<file path="src/rtl/irq_unit_pkg.sv">
`default_nettype none
package irq_unit_pkg;
  // register offsets on the control port
  localparam logic [7:0] ADDR_INTERRUPT_CONFIG        = 8'h32;
  localparam logic [7:0] ADDR_INTERRUPT_MASKS         = 8'h33;
  localparam logic [7:0] ADDR_INTERRUPT_LATCHED_FLAGS = 8'h36;
  localparam logic [7:0] ADDR_COMMON_MODE_TOLERANCE   = 8'h3A;
  // reset values
  localparam logic [7:0] RST_INTERRUPT_CONFIG        = 8'h00;
  localparam logic [7:0] RST_INTERRUPT_MASKS         = 8'hFF;
  localparam logic [7:0] RST_INTERRUPT_LATCHED_FLAGS = 8'h00;
  localparam logic [7:0] RST_COMMON_MODE_TOLERANCE   = 8'h00;
  // interrupt_config fields
  localparam int POS_IRQ_POLARITY         = 7;
  localparam int POS_EVENT_MODE_HI        = 6;
  localparam int POS_EVENT_MODE_LO        = 5;
  localparam int POS_FLAG_READBACK_SELECT = 2;
  // writable bits of the config and common-mode tolerance registers
  localparam logic [7:0] WMASK_INTERRUPT_CONFIG      = 8'hE4;
  localparam logic [7:0] WMASK_COMMON_MODE_TOLERANCE = 8'hF0;
  // event source bit positions (flags and masks share them)
  localparam int POS_SERIAL_CLK_ERR = 7;
  localparam int POS_PLL_LOCK       = 6;
  localparam int POS_MIX_SATURATE   = 5;
  localparam int POS_VOICE_UP       = 4;
  localparam int POS_VOICE_DOWN     = 3;
  localparam int NUM_SOURCES        = 5;
  // common-mode tolerance fields
  localparam int POS_CHAN_A_CM_HI = 7;
  localparam int POS_CHAN_A_CM_LO = 6;
  localparam int POS_CHAN_B_CM_HI = 5;
  localparam int POS_CHAN_B_CM_LO = 4;
  // event modes
  localparam logic [1:0] MODE_LEVEL    = 2'h0;
  localparam logic [1:0] MODE_RSVD     = 2'h1;
  localparam logic [1:0] MODE_PERIODIC = 2'h2;
  localparam logic [1:0] MODE_ONESHOT  = 2'h3;
  // timing
  localparam int CLK_HZ      = 10_000_000;
  localparam int PULSE_US    = 2000;
  localparam int PERIOD_US   = 4000;
  localparam int PULSE_CYC   = PULSE_US * (CLK_HZ / 1_000_000);
  localparam int PERIOD_CYC  = PERIOD_US * (CLK_HZ / 1_000_000);
endpackage
`default_nettype wire

</file>
<file path="src/rtl/audio_adc_interrupt_unit.sv">
`default_nettype none
module audio_adc_interrupt_unit #(
  parameter int PULSE_CYCLES  = irq_unit_pkg::PULSE_CYC,
  parameter int PERIOD_CYCLES = irq_unit_pkg::PERIOD_CYC
) (
  input  wire logic       i_clk,
  input  wire logic       i_reset,
  input  wire logic       i_reg_wr,
  input  wire logic       i_reg_rd,
  input  wire logic [7:0] i_reg_addr,
  input  wire logic [7:0] i_reg_wdata,
  output logic      [7:0] o_reg_rdata,
  input  wire logic       i_serial_clk_err,
  input  wire logic       i_pll_lock,
  input  wire logic       i_mix_saturate,
  input  wire logic       i_voice_up,
  input  wire logic       i_voice_down,
  output logic      [1:0] o_chan_a_cm_tolerance,
  output logic      [1:0] o_chan_b_cm_tolerance,
  output logic            o_irq_active_low_pin
);

  // ----------------------------------------------------------------
  // register state
  // ----------------------------------------------------------------
  logic [7:0]  cfg_r, cfg_nxt;
  logic [7:0]  mask_r, mask_nxt;
  logic [7:0]  flags_r, flags_nxt;
  logic [7:0]  cmtol_r, cmtol_nxt;
  logic [7:0]  rdata_r, rdata_nxt;
  logic [7:0]  events;
  logic [7:0]  visible;
  logic [1:0]  mode;
  logic        flag_pending;
  logic        new_event;

  // ----------------------------------------------------------------
  // event gathering and flag readback view
  // ----------------------------------------------------------------
  // gather sources into flag positions
  always_comb begin
    events = 8'h00;
    events[irq_unit_pkg::POS_SERIAL_CLK_ERR] = i_serial_clk_err;
    events[irq_unit_pkg::POS_PLL_LOCK]       = i_pll_lock;
    events[irq_unit_pkg::POS_MIX_SATURATE]   = i_mix_saturate;
    events[irq_unit_pkg::POS_VOICE_UP]       = i_voice_up;
    events[irq_unit_pkg::POS_VOICE_DOWN]     = i_voice_down;
  end

  // readback view of the flags
  always_comb begin
    if (cfg_r[irq_unit_pkg::POS_FLAG_READBACK_SELECT]) begin
      visible = flags_r & ~mask_r;
    end else begin
      visible = flags_r;
    end
    visible[2:0] = 3'h0;
  end

  // ----------------------------------------------------------------
  // register access decode
  // ----------------------------------------------------------------
  logic        wr_cfg;
  logic        wr_mask;
  logic        wr_cmtol;
  logic        rd_flags;

  // one strobe per register; unmapped writes match none of them
  assign wr_cfg   = i_reg_wr &&
                    (i_reg_addr == irq_unit_pkg::ADDR_INTERRUPT_CONFIG);
  assign wr_mask  = i_reg_wr &&
                    (i_reg_addr == irq_unit_pkg::ADDR_INTERRUPT_MASKS);
  assign wr_cmtol = i_reg_wr &&
                    (i_reg_addr == irq_unit_pkg::ADDR_COMMON_MODE_TOLERANCE);
  assign rd_flags = i_reg_rd &&
                    (i_reg_addr == irq_unit_pkg::ADDR_INTERRUPT_LATCHED_FLAGS);

  // ----------------------------------------------------------------
  // interrupt configuration
  // ----------------------------------------------------------------
  // reserved bits never take a written one
  always_comb begin
    cfg_nxt = cfg_r;
    if (wr_cfg) begin
      cfg_nxt = i_reg_wdata & irq_unit_pkg::WMASK_INTERRUPT_CONFIG;
    end
  end

  // config register
  always_ff @(posedge i_clk) begin
    if (i_reset) begin
      cfg_r <= irq_unit_pkg::RST_INTERRUPT_CONFIG;
    end else begin
      cfg_r <= cfg_nxt;
    end
  end

  // ----------------------------------------------------------------
  // interrupt masks
  // ----------------------------------------------------------------
  // stored as written, the low bits included
  always_comb begin
    mask_nxt = mask_r;
    if (wr_mask) begin
      mask_nxt = i_reg_wdata;
    end
  end

  // mask register; every source starts masked
  always_ff @(posedge i_clk) begin
    if (i_reset) begin
      mask_r <= irq_unit_pkg::RST_INTERRUPT_MASKS;
    end else begin
      mask_r <= mask_nxt;
    end
  end

  // ----------------------------------------------------------------
  // common-mode tolerance
  // ----------------------------------------------------------------
  // only the two channel fields are kept
  always_comb begin
    cmtol_nxt = cmtol_r;
    if (wr_cmtol) begin
      cmtol_nxt = i_reg_wdata &
                  irq_unit_pkg::WMASK_COMMON_MODE_TOLERANCE;
    end
  end

  // tolerance register
  always_ff @(posedge i_clk) begin
    if (i_reset) begin
      cmtol_r <= irq_unit_pkg::RST_COMMON_MODE_TOLERANCE;
    end else begin
      cmtol_r <= cmtol_nxt;
    end
  end

  // ----------------------------------------------------------------
  // latched flags
  // ----------------------------------------------------------------
  // a read clears only what it showed; a new event wins over the clear
  always_comb begin
    flags_nxt = flags_r;
    if (rd_flags) begin
      flags_nxt = flags_r & ~visible;
    end
    flags_nxt = (flags_nxt | events) & 8'hF8;
  end

  // latched flag register
  always_ff @(posedge i_clk) begin
    if (i_reset) begin
      flags_r <= irq_unit_pkg::RST_INTERRUPT_LATCHED_FLAGS;
    end else begin
      flags_r <= flags_nxt;
    end
  end

  // ----------------------------------------------------------------
  // read data
  // ----------------------------------------------------------------
  // holds the last read until the next one; unmapped reads give zero
  always_comb begin
    rdata_nxt = rdata_r;
    if (i_reg_rd) begin
      unique case (i_reg_addr)
        irq_unit_pkg::ADDR_INTERRUPT_CONFIG:        rdata_nxt = cfg_r;
        irq_unit_pkg::ADDR_INTERRUPT_MASKS:         rdata_nxt = mask_r;
        irq_unit_pkg::ADDR_INTERRUPT_LATCHED_FLAGS: rdata_nxt = visible;
        irq_unit_pkg::ADDR_COMMON_MODE_TOLERANCE:   rdata_nxt = cmtol_r;
        default:                                    rdata_nxt = 8'h00;
      endcase
    end
  end

  // read data register
  always_ff @(posedge i_clk) begin
    if (i_reset) begin
      rdata_r <= 8'h00;
    end else begin
      rdata_r <= rdata_nxt;
    end
  end

  // ----------------------------------------------------------------
  // interrupt output generation
  // ----------------------------------------------------------------
  logic [31:0] tmr_r, tmr_nxt;
  logic        busy_r, busy_nxt;
  logic        irq_nxt;
  logic        pin_r, pin_nxt;

  // current mode and what may drive the pin
  assign mode         = cfg_r[irq_unit_pkg::POS_EVENT_MODE_HI:
                              irq_unit_pkg::POS_EVENT_MODE_LO];
  assign flag_pending = |(flags_r & ~mask_r & 8'hF8);
  assign new_event    = |(events & ~mask_r & 8'hF8);

  // timer and asserted level per event mode
  always_comb begin
    tmr_nxt  = tmr_r;
    busy_nxt = busy_r;
    irq_nxt  = 1'b0;
    unique case (mode)
      irq_unit_pkg::MODE_PERIODIC: begin
        busy_nxt = 1'b0;
        if (flag_pending) begin
          // on for the first part of each period, first pulse full length
          irq_nxt = (tmr_r < 32'(PULSE_CYCLES));
          if (tmr_r >= 32'(PERIOD_CYCLES - 1)) begin
            tmr_nxt = 32'h0;
          end else begin
            tmr_nxt = tmr_r + 32'h1;
          end
        end else begin
          tmr_nxt = 32'h0;
        end
      end
      irq_unit_pkg::MODE_ONESHOT: begin
        // a new event restarts the pulse if one is running
        if (new_event) begin
          busy_nxt = 1'b1;
          tmr_nxt  = 32'h0;
        end else if (busy_r) begin
          if (tmr_r >= 32'(PULSE_CYCLES - 1)) begin
            busy_nxt = 1'b0;
            tmr_nxt  = 32'h0; // clean count for a later mode change
          end else begin
            tmr_nxt = tmr_r + 32'h1;
          end
        end
        irq_nxt = busy_nxt;
      end
      default: begin
        busy_nxt = 1'b0;
        tmr_nxt  = 32'h0;
        irq_nxt  = flag_pending;
      end
    endcase
  end

  // register timer state
  always_ff @(posedge i_clk) begin
    if (i_reset) begin
      tmr_r  <= 32'h0;
      busy_r <= 1'b0;
    end else begin
      tmr_r  <= tmr_nxt;
      busy_r <= busy_nxt;
    end
  end

  // ----------------------------------------------------------------
  // interrupt pin
  // ----------------------------------------------------------------
  // pin level from the asserted state and the polarity bit
  always_comb begin
    pin_nxt = cfg_r[irq_unit_pkg::POS_IRQ_POLARITY] ? irq_nxt
                                                    : ~irq_nxt;
  end

  // pin register; resets high, the idle level of an active-low pin
  always_ff @(posedge i_clk) begin
    if (i_reset) begin
      pin_r <= 1'b1;
    end else begin
      pin_r <= pin_nxt;
    end
  end

  // ----------------------------------------------------------------
  // outputs
  // ----------------------------------------------------------------
  // every output comes straight from a register
  assign o_reg_rdata           = rdata_r;
  assign o_chan_a_cm_tolerance = cmtol_r[irq_unit_pkg::POS_CHAN_A_CM_HI:
                                         irq_unit_pkg::POS_CHAN_A_CM_LO];
  assign o_chan_b_cm_tolerance = cmtol_r[irq_unit_pkg::POS_CHAN_B_CM_HI:
                                         irq_unit_pkg::POS_CHAN_B_CM_LO];
  assign o_irq_active_low_pin  = pin_r;

endmodule
`default_nettype wire

</file>
<file path="config.mk">
export PLATFORM = sky130hd
export DESIGN_NAME = audio_adc_interrupt_unit
export DESIGN_NICKNAME = d
export VERILOG_FILES = /design/src/rtl/irq_unit_pkg.sv /design/src/rtl/audio_adc_interrupt_unit.sv
export SDC_FILE = /design/constraint.sdc
export NUM_CORES = 1
export LEC_CHECK = 0
export BUFFER_PORTS_ARGS = -buffer_cell sky130_fd_sc_hd__buf_2
export CAP_MARGIN = 20
export CORE_MARGIN = 3
export CORE_UTILIZATION = 55
export CTS_BUF_LIST = sky130_fd_sc_hd__clkbuf_8
export CTS_CLUSTER_DIAMETER = 60
export DETAILED_ROUTE_END_ITERATION = 10
export PLACE_DENSITY = 0.81
export SETUP_SLACK_MARGIN = 0.2
export SYNTH_ARGS = -nofsm -noshare
export SYNTH_HDL_FRONTEND = slang
export SYNTH_SLANG_ARGS = --single-unit
</file>
<file path="constraint.sdc">
create_clock -name i_clk -period 3.6 [get_ports i_clk]
set_input_delay 0.72 -clock i_clk [delete_from_list [all_inputs] [get_ports i_clk]]
set_output_delay 0.72 -clock i_clk [all_outputs]
set_load 0.01 [all_outputs]
</file>
==> results.cfg <==
[final_layout]
area_delta_synth_final_pct = 13.8
diodes = 0
design_area_sq_um = 3460
drive_above_1_share_pct = 15.3
fin_cells = 483
fillers = 436
fin_nets = 434
final_core_util_pct = 66.0

[global_routing]
grt_max_degree = 37
antenna_found_initial = 0
grt_overflow = 0
grt_usage_pct = 24.0
grt_pass1_wl_um = 12100
grt_pass1_vias = 2611

[clock_network]
h-tree-depth = 3
cts_hold_buf = 0
root_buffer = clkbuf_8
clock_sinks = 63
cts_resized = 0
cts_max_path_buffers = 2
clkLatencyLatePin_ns = 0.35
cts_buffers = 9
tritoncts = done
clkTransAtPathRegs_ns = 0.06
postCtsSetupRepairBufs = 0

[synthesis]
yosys.area_share.xor_xnor_pct = 3.75
synth_mux_area_share_pct = 0
synth_simple_gate_area_share_pct = 32.7
async_flop_share_pct = 0
synth_top_family_by_area = simple AND/OR/NAND/NOR gates
synth_edf_count = 0
yosys_most_used_dff = dfxtp_1
ys_seq_elements = 63
yosysWarnings = 0
synthAdderAreaFrac_pct = 0.741
synth.distinct_cells = 47
syn_area_sq_um = 3040
netlist_top_cells_area = dfxtp_1 (42%), nand2_1 (6.3%), nor2_1 (5.1%)
synth-compound-area-share_pct = 17.1
synth_cells = 374
synth_top_cell_by_area = dfxtp_1
ys_seq_area_share_pct = 41.5
synth_nets = 400
syn_area_per_cell_sq_um = 8.12
synth_top_area_share_pct = 41.5

[drt]
drt-pass1-iter-count = 4
drc = 0
vias = 2869
drtIter0Drc = 241
wl_per_cell_um = 14.7
vias_per_cell = 5.94
totalWireLength_um = 7100
postRouteAntennaNets = 0

[setup_path]
crit_end = tmr_r[27]
r2r-start = tmr_r[0]
crit_type = reg -> reg
cp-startpoint = tmr_r[0]
cp.depth = 8
critPathBufInv = 1
cp_slowest_cell = dfxtp_1
critPathCaptureType = register
r2r-end = tmr_r[27]
rrSetupSlack_ns = 1.10
max_stage_delay_ns = 0.41
crit_family = simple AND/OR/NAND/NOR gates
critPathArrivalTime_ns = 2.74
startpoint_type = register
cp_max_fo = 24
required_ns = 3.83
path_cells = ha_1, and4_1, a21oi_1, or4_1, a22o_2, o21bai_2, buf_8, nor2_1
reg2regPathDepth = 8

[floorplan]
die_area_sq_um = 6450
initial_core_util_pct = 58.0
die_x_um = 80.3
die_y_um = 80.3
core_sq_um = 5240
fp-row-count = 26
io_pins = 38

[job]
drv_cap = 0

[sta]
rsz0062_at_grt = false
skew_ns = 0.00928
period_share_pct = 69.6
slew_headroom_pct = 42.5
hold_viol_final = 0
min_period_ns = 2.50
fmax_mhz = 399
setup_viol = 0
tns_ns = 0
worstMarginPinSlew_ns = 0.855
slew_violations = 0
fin_ws_ns = 1.10

[place]
dpl.hpwl_um = 4900
post_dp_cell_area_sq_um = 3230
io_buffer_count = 37
pre_cts_ws_ns = 0.623
dp.cells = 466
gp_congestion = 0.862

[power_and_ir_drop]
ir_worst_vdd_mv = 0.255
leakagePower_nw = 1.21
power_density_nw_per_um2 = 400

[outcome]
status = finished, final reports clean

[min_path]
hp-class = reg -> reg
==> state kept, by name, indices dropped and copies added, names as in the netlist <==
| register | flops |
|---|---|
| cmtol_r | 4 |
| o_reg_rdata | 8 |
| busy_r | 1 |
| tmr_r | 32 |
| cfg_r | 4 |
| flags_r | 5 |
| o_irq_active_low_pin | 1 |
| mask_r | 8 |
==> cells in the final DEF, fill, tap and decap left out, drive strengths merged, types with 2 or more instances in the layout <==
cell    count
dfxtp      63
nand2      51
nor2       42
buf        39
a21oi      30
nand3      25
nor3       14
inv        13
xnor2      13
clkbuf     12
nor4       12
nand3b     11
a31oi      10
o21ai       9
nand4       7
nand2b      7
a22o        7
and4        6
a32o        4
and3        4
nor2b       4
or3         3
and2        2
nor3b       2
or4         2
a311oi      2
a41oi       2
a211oi      2
o311ai      2
==> power breakdown <==
| group | internal [W] | total (W) | switching [W] |
|---|---|---|---|
| Combinational | 0.0000174 | 0.0000405 | 0.0000231 |
| Clock | 0.000371 | 0.000638 | 0.000266 |
| Sequential | 0.000701 | 0.000705 | 0.00000394 |
| Total | 0.00109 | 0.00138 | 0.000293 |
==> logic make-up after synthesis <==
logic type                 count (synthesis)
and+or+nand+nor                          193
AOI/OAI and AO/OA                         76
DFF                                       63
buffers and inverters                     27
xor gates and xnor gates                  13
adders and majority gates                  2
==> synthesized netlist by cell type (2+ instances only) <==
| cell type | n |
|---|---|
| dfxtp_1 | 63 |
| nand2_1 | 51 |
| nor2_1 | 41 |
| a21oi_1 | 30 |
| nand3_1 | 25 |
| xnor2_1 | 13 |
| nor3_1 | 12 |
| inv_1 | 11 |
| nand3b_1 | 11 |
| a31oi_1 | 10 |
| clkbuf_1 | 10 |
| nor4_1 | 10 |
| o21ai_0 | 9 |
| nand2b_1 | 7 |
| nand4_1 | 7 |
| a22o_1 | 6 |
| and4_1 | 6 |
| a32o_1 | 4 |
| and3_1 | 4 |
| nor2b_1 | 4 |
| buf_2 | 3 |
| buf_6 | 3 |
| a211oi_1 | 2 |
| a311oi_1 | 2 |
| a41oi_1 | 2 |
| and2_1 | 2 |
| nor3_2 | 2 |
| nor3b_1 | 2 |
| nor4_2 | 2 |
| or3_1 | 2 |
| or4_1 | 2 |
==> metrics by stage <==
step	total power, W	hold slack [ns]
floorplan	0.000739	0.438
detailed placement	0.000761	0.457
finish	0.00138	0.469
global placement	0.000760	0.451
CTS	0.00139	0.471
global route	0.00143	0.483
==> how the worst min path moves through the flow <==
stage                               from              to  depth (start not counted)
after global routing      o_reg_rdata[5]  o_reg_rdata[5]                          2
after CTS                 o_reg_rdata[5]  o_reg_rdata[5]                          2
after detailed placement       mask_r[2]       mask_r[2]                          2
after floorplan                mask_r[2]       mask_r[2]                          2
after global placement         mask_r[2]       mask_r[2]                          2
final                     o_reg_rdata[0]  o_reg_rdata[0]                          2
==> worst register-to-register path, stage by stage (launching register included) <==
cell and delay (ns):
dfxtp_1 0.41, ha_1 0.25, and4_1 0.30, a21oi_1 0.09, or4_1 0.41, a22o_2 0.32, o21bai_2 0.30, buf_8 0.24
nor2_1 0.08
==> per-layer routing <==
metal,global-route usage [%],routed length [um]
met1,32.0,3220
met2,36.8,3250
met3,4.26,452
met4,12.7,177
met5,0,0
==> final cells by class <==
class,count,area [sq um],share of cell area [%]
Multi-Input combinational cell,284,1650,47.7
Inverter,11,41.3,1.19
Tap cell,70,87.6,2.53
Sequential cell,63,1260,36.5
Timing Repair Buffer,39,208,6.01
Clock buffer,12,165,4.78
Clock inverter,4,45.0,1.30
(Power assumes the default switching activity.)
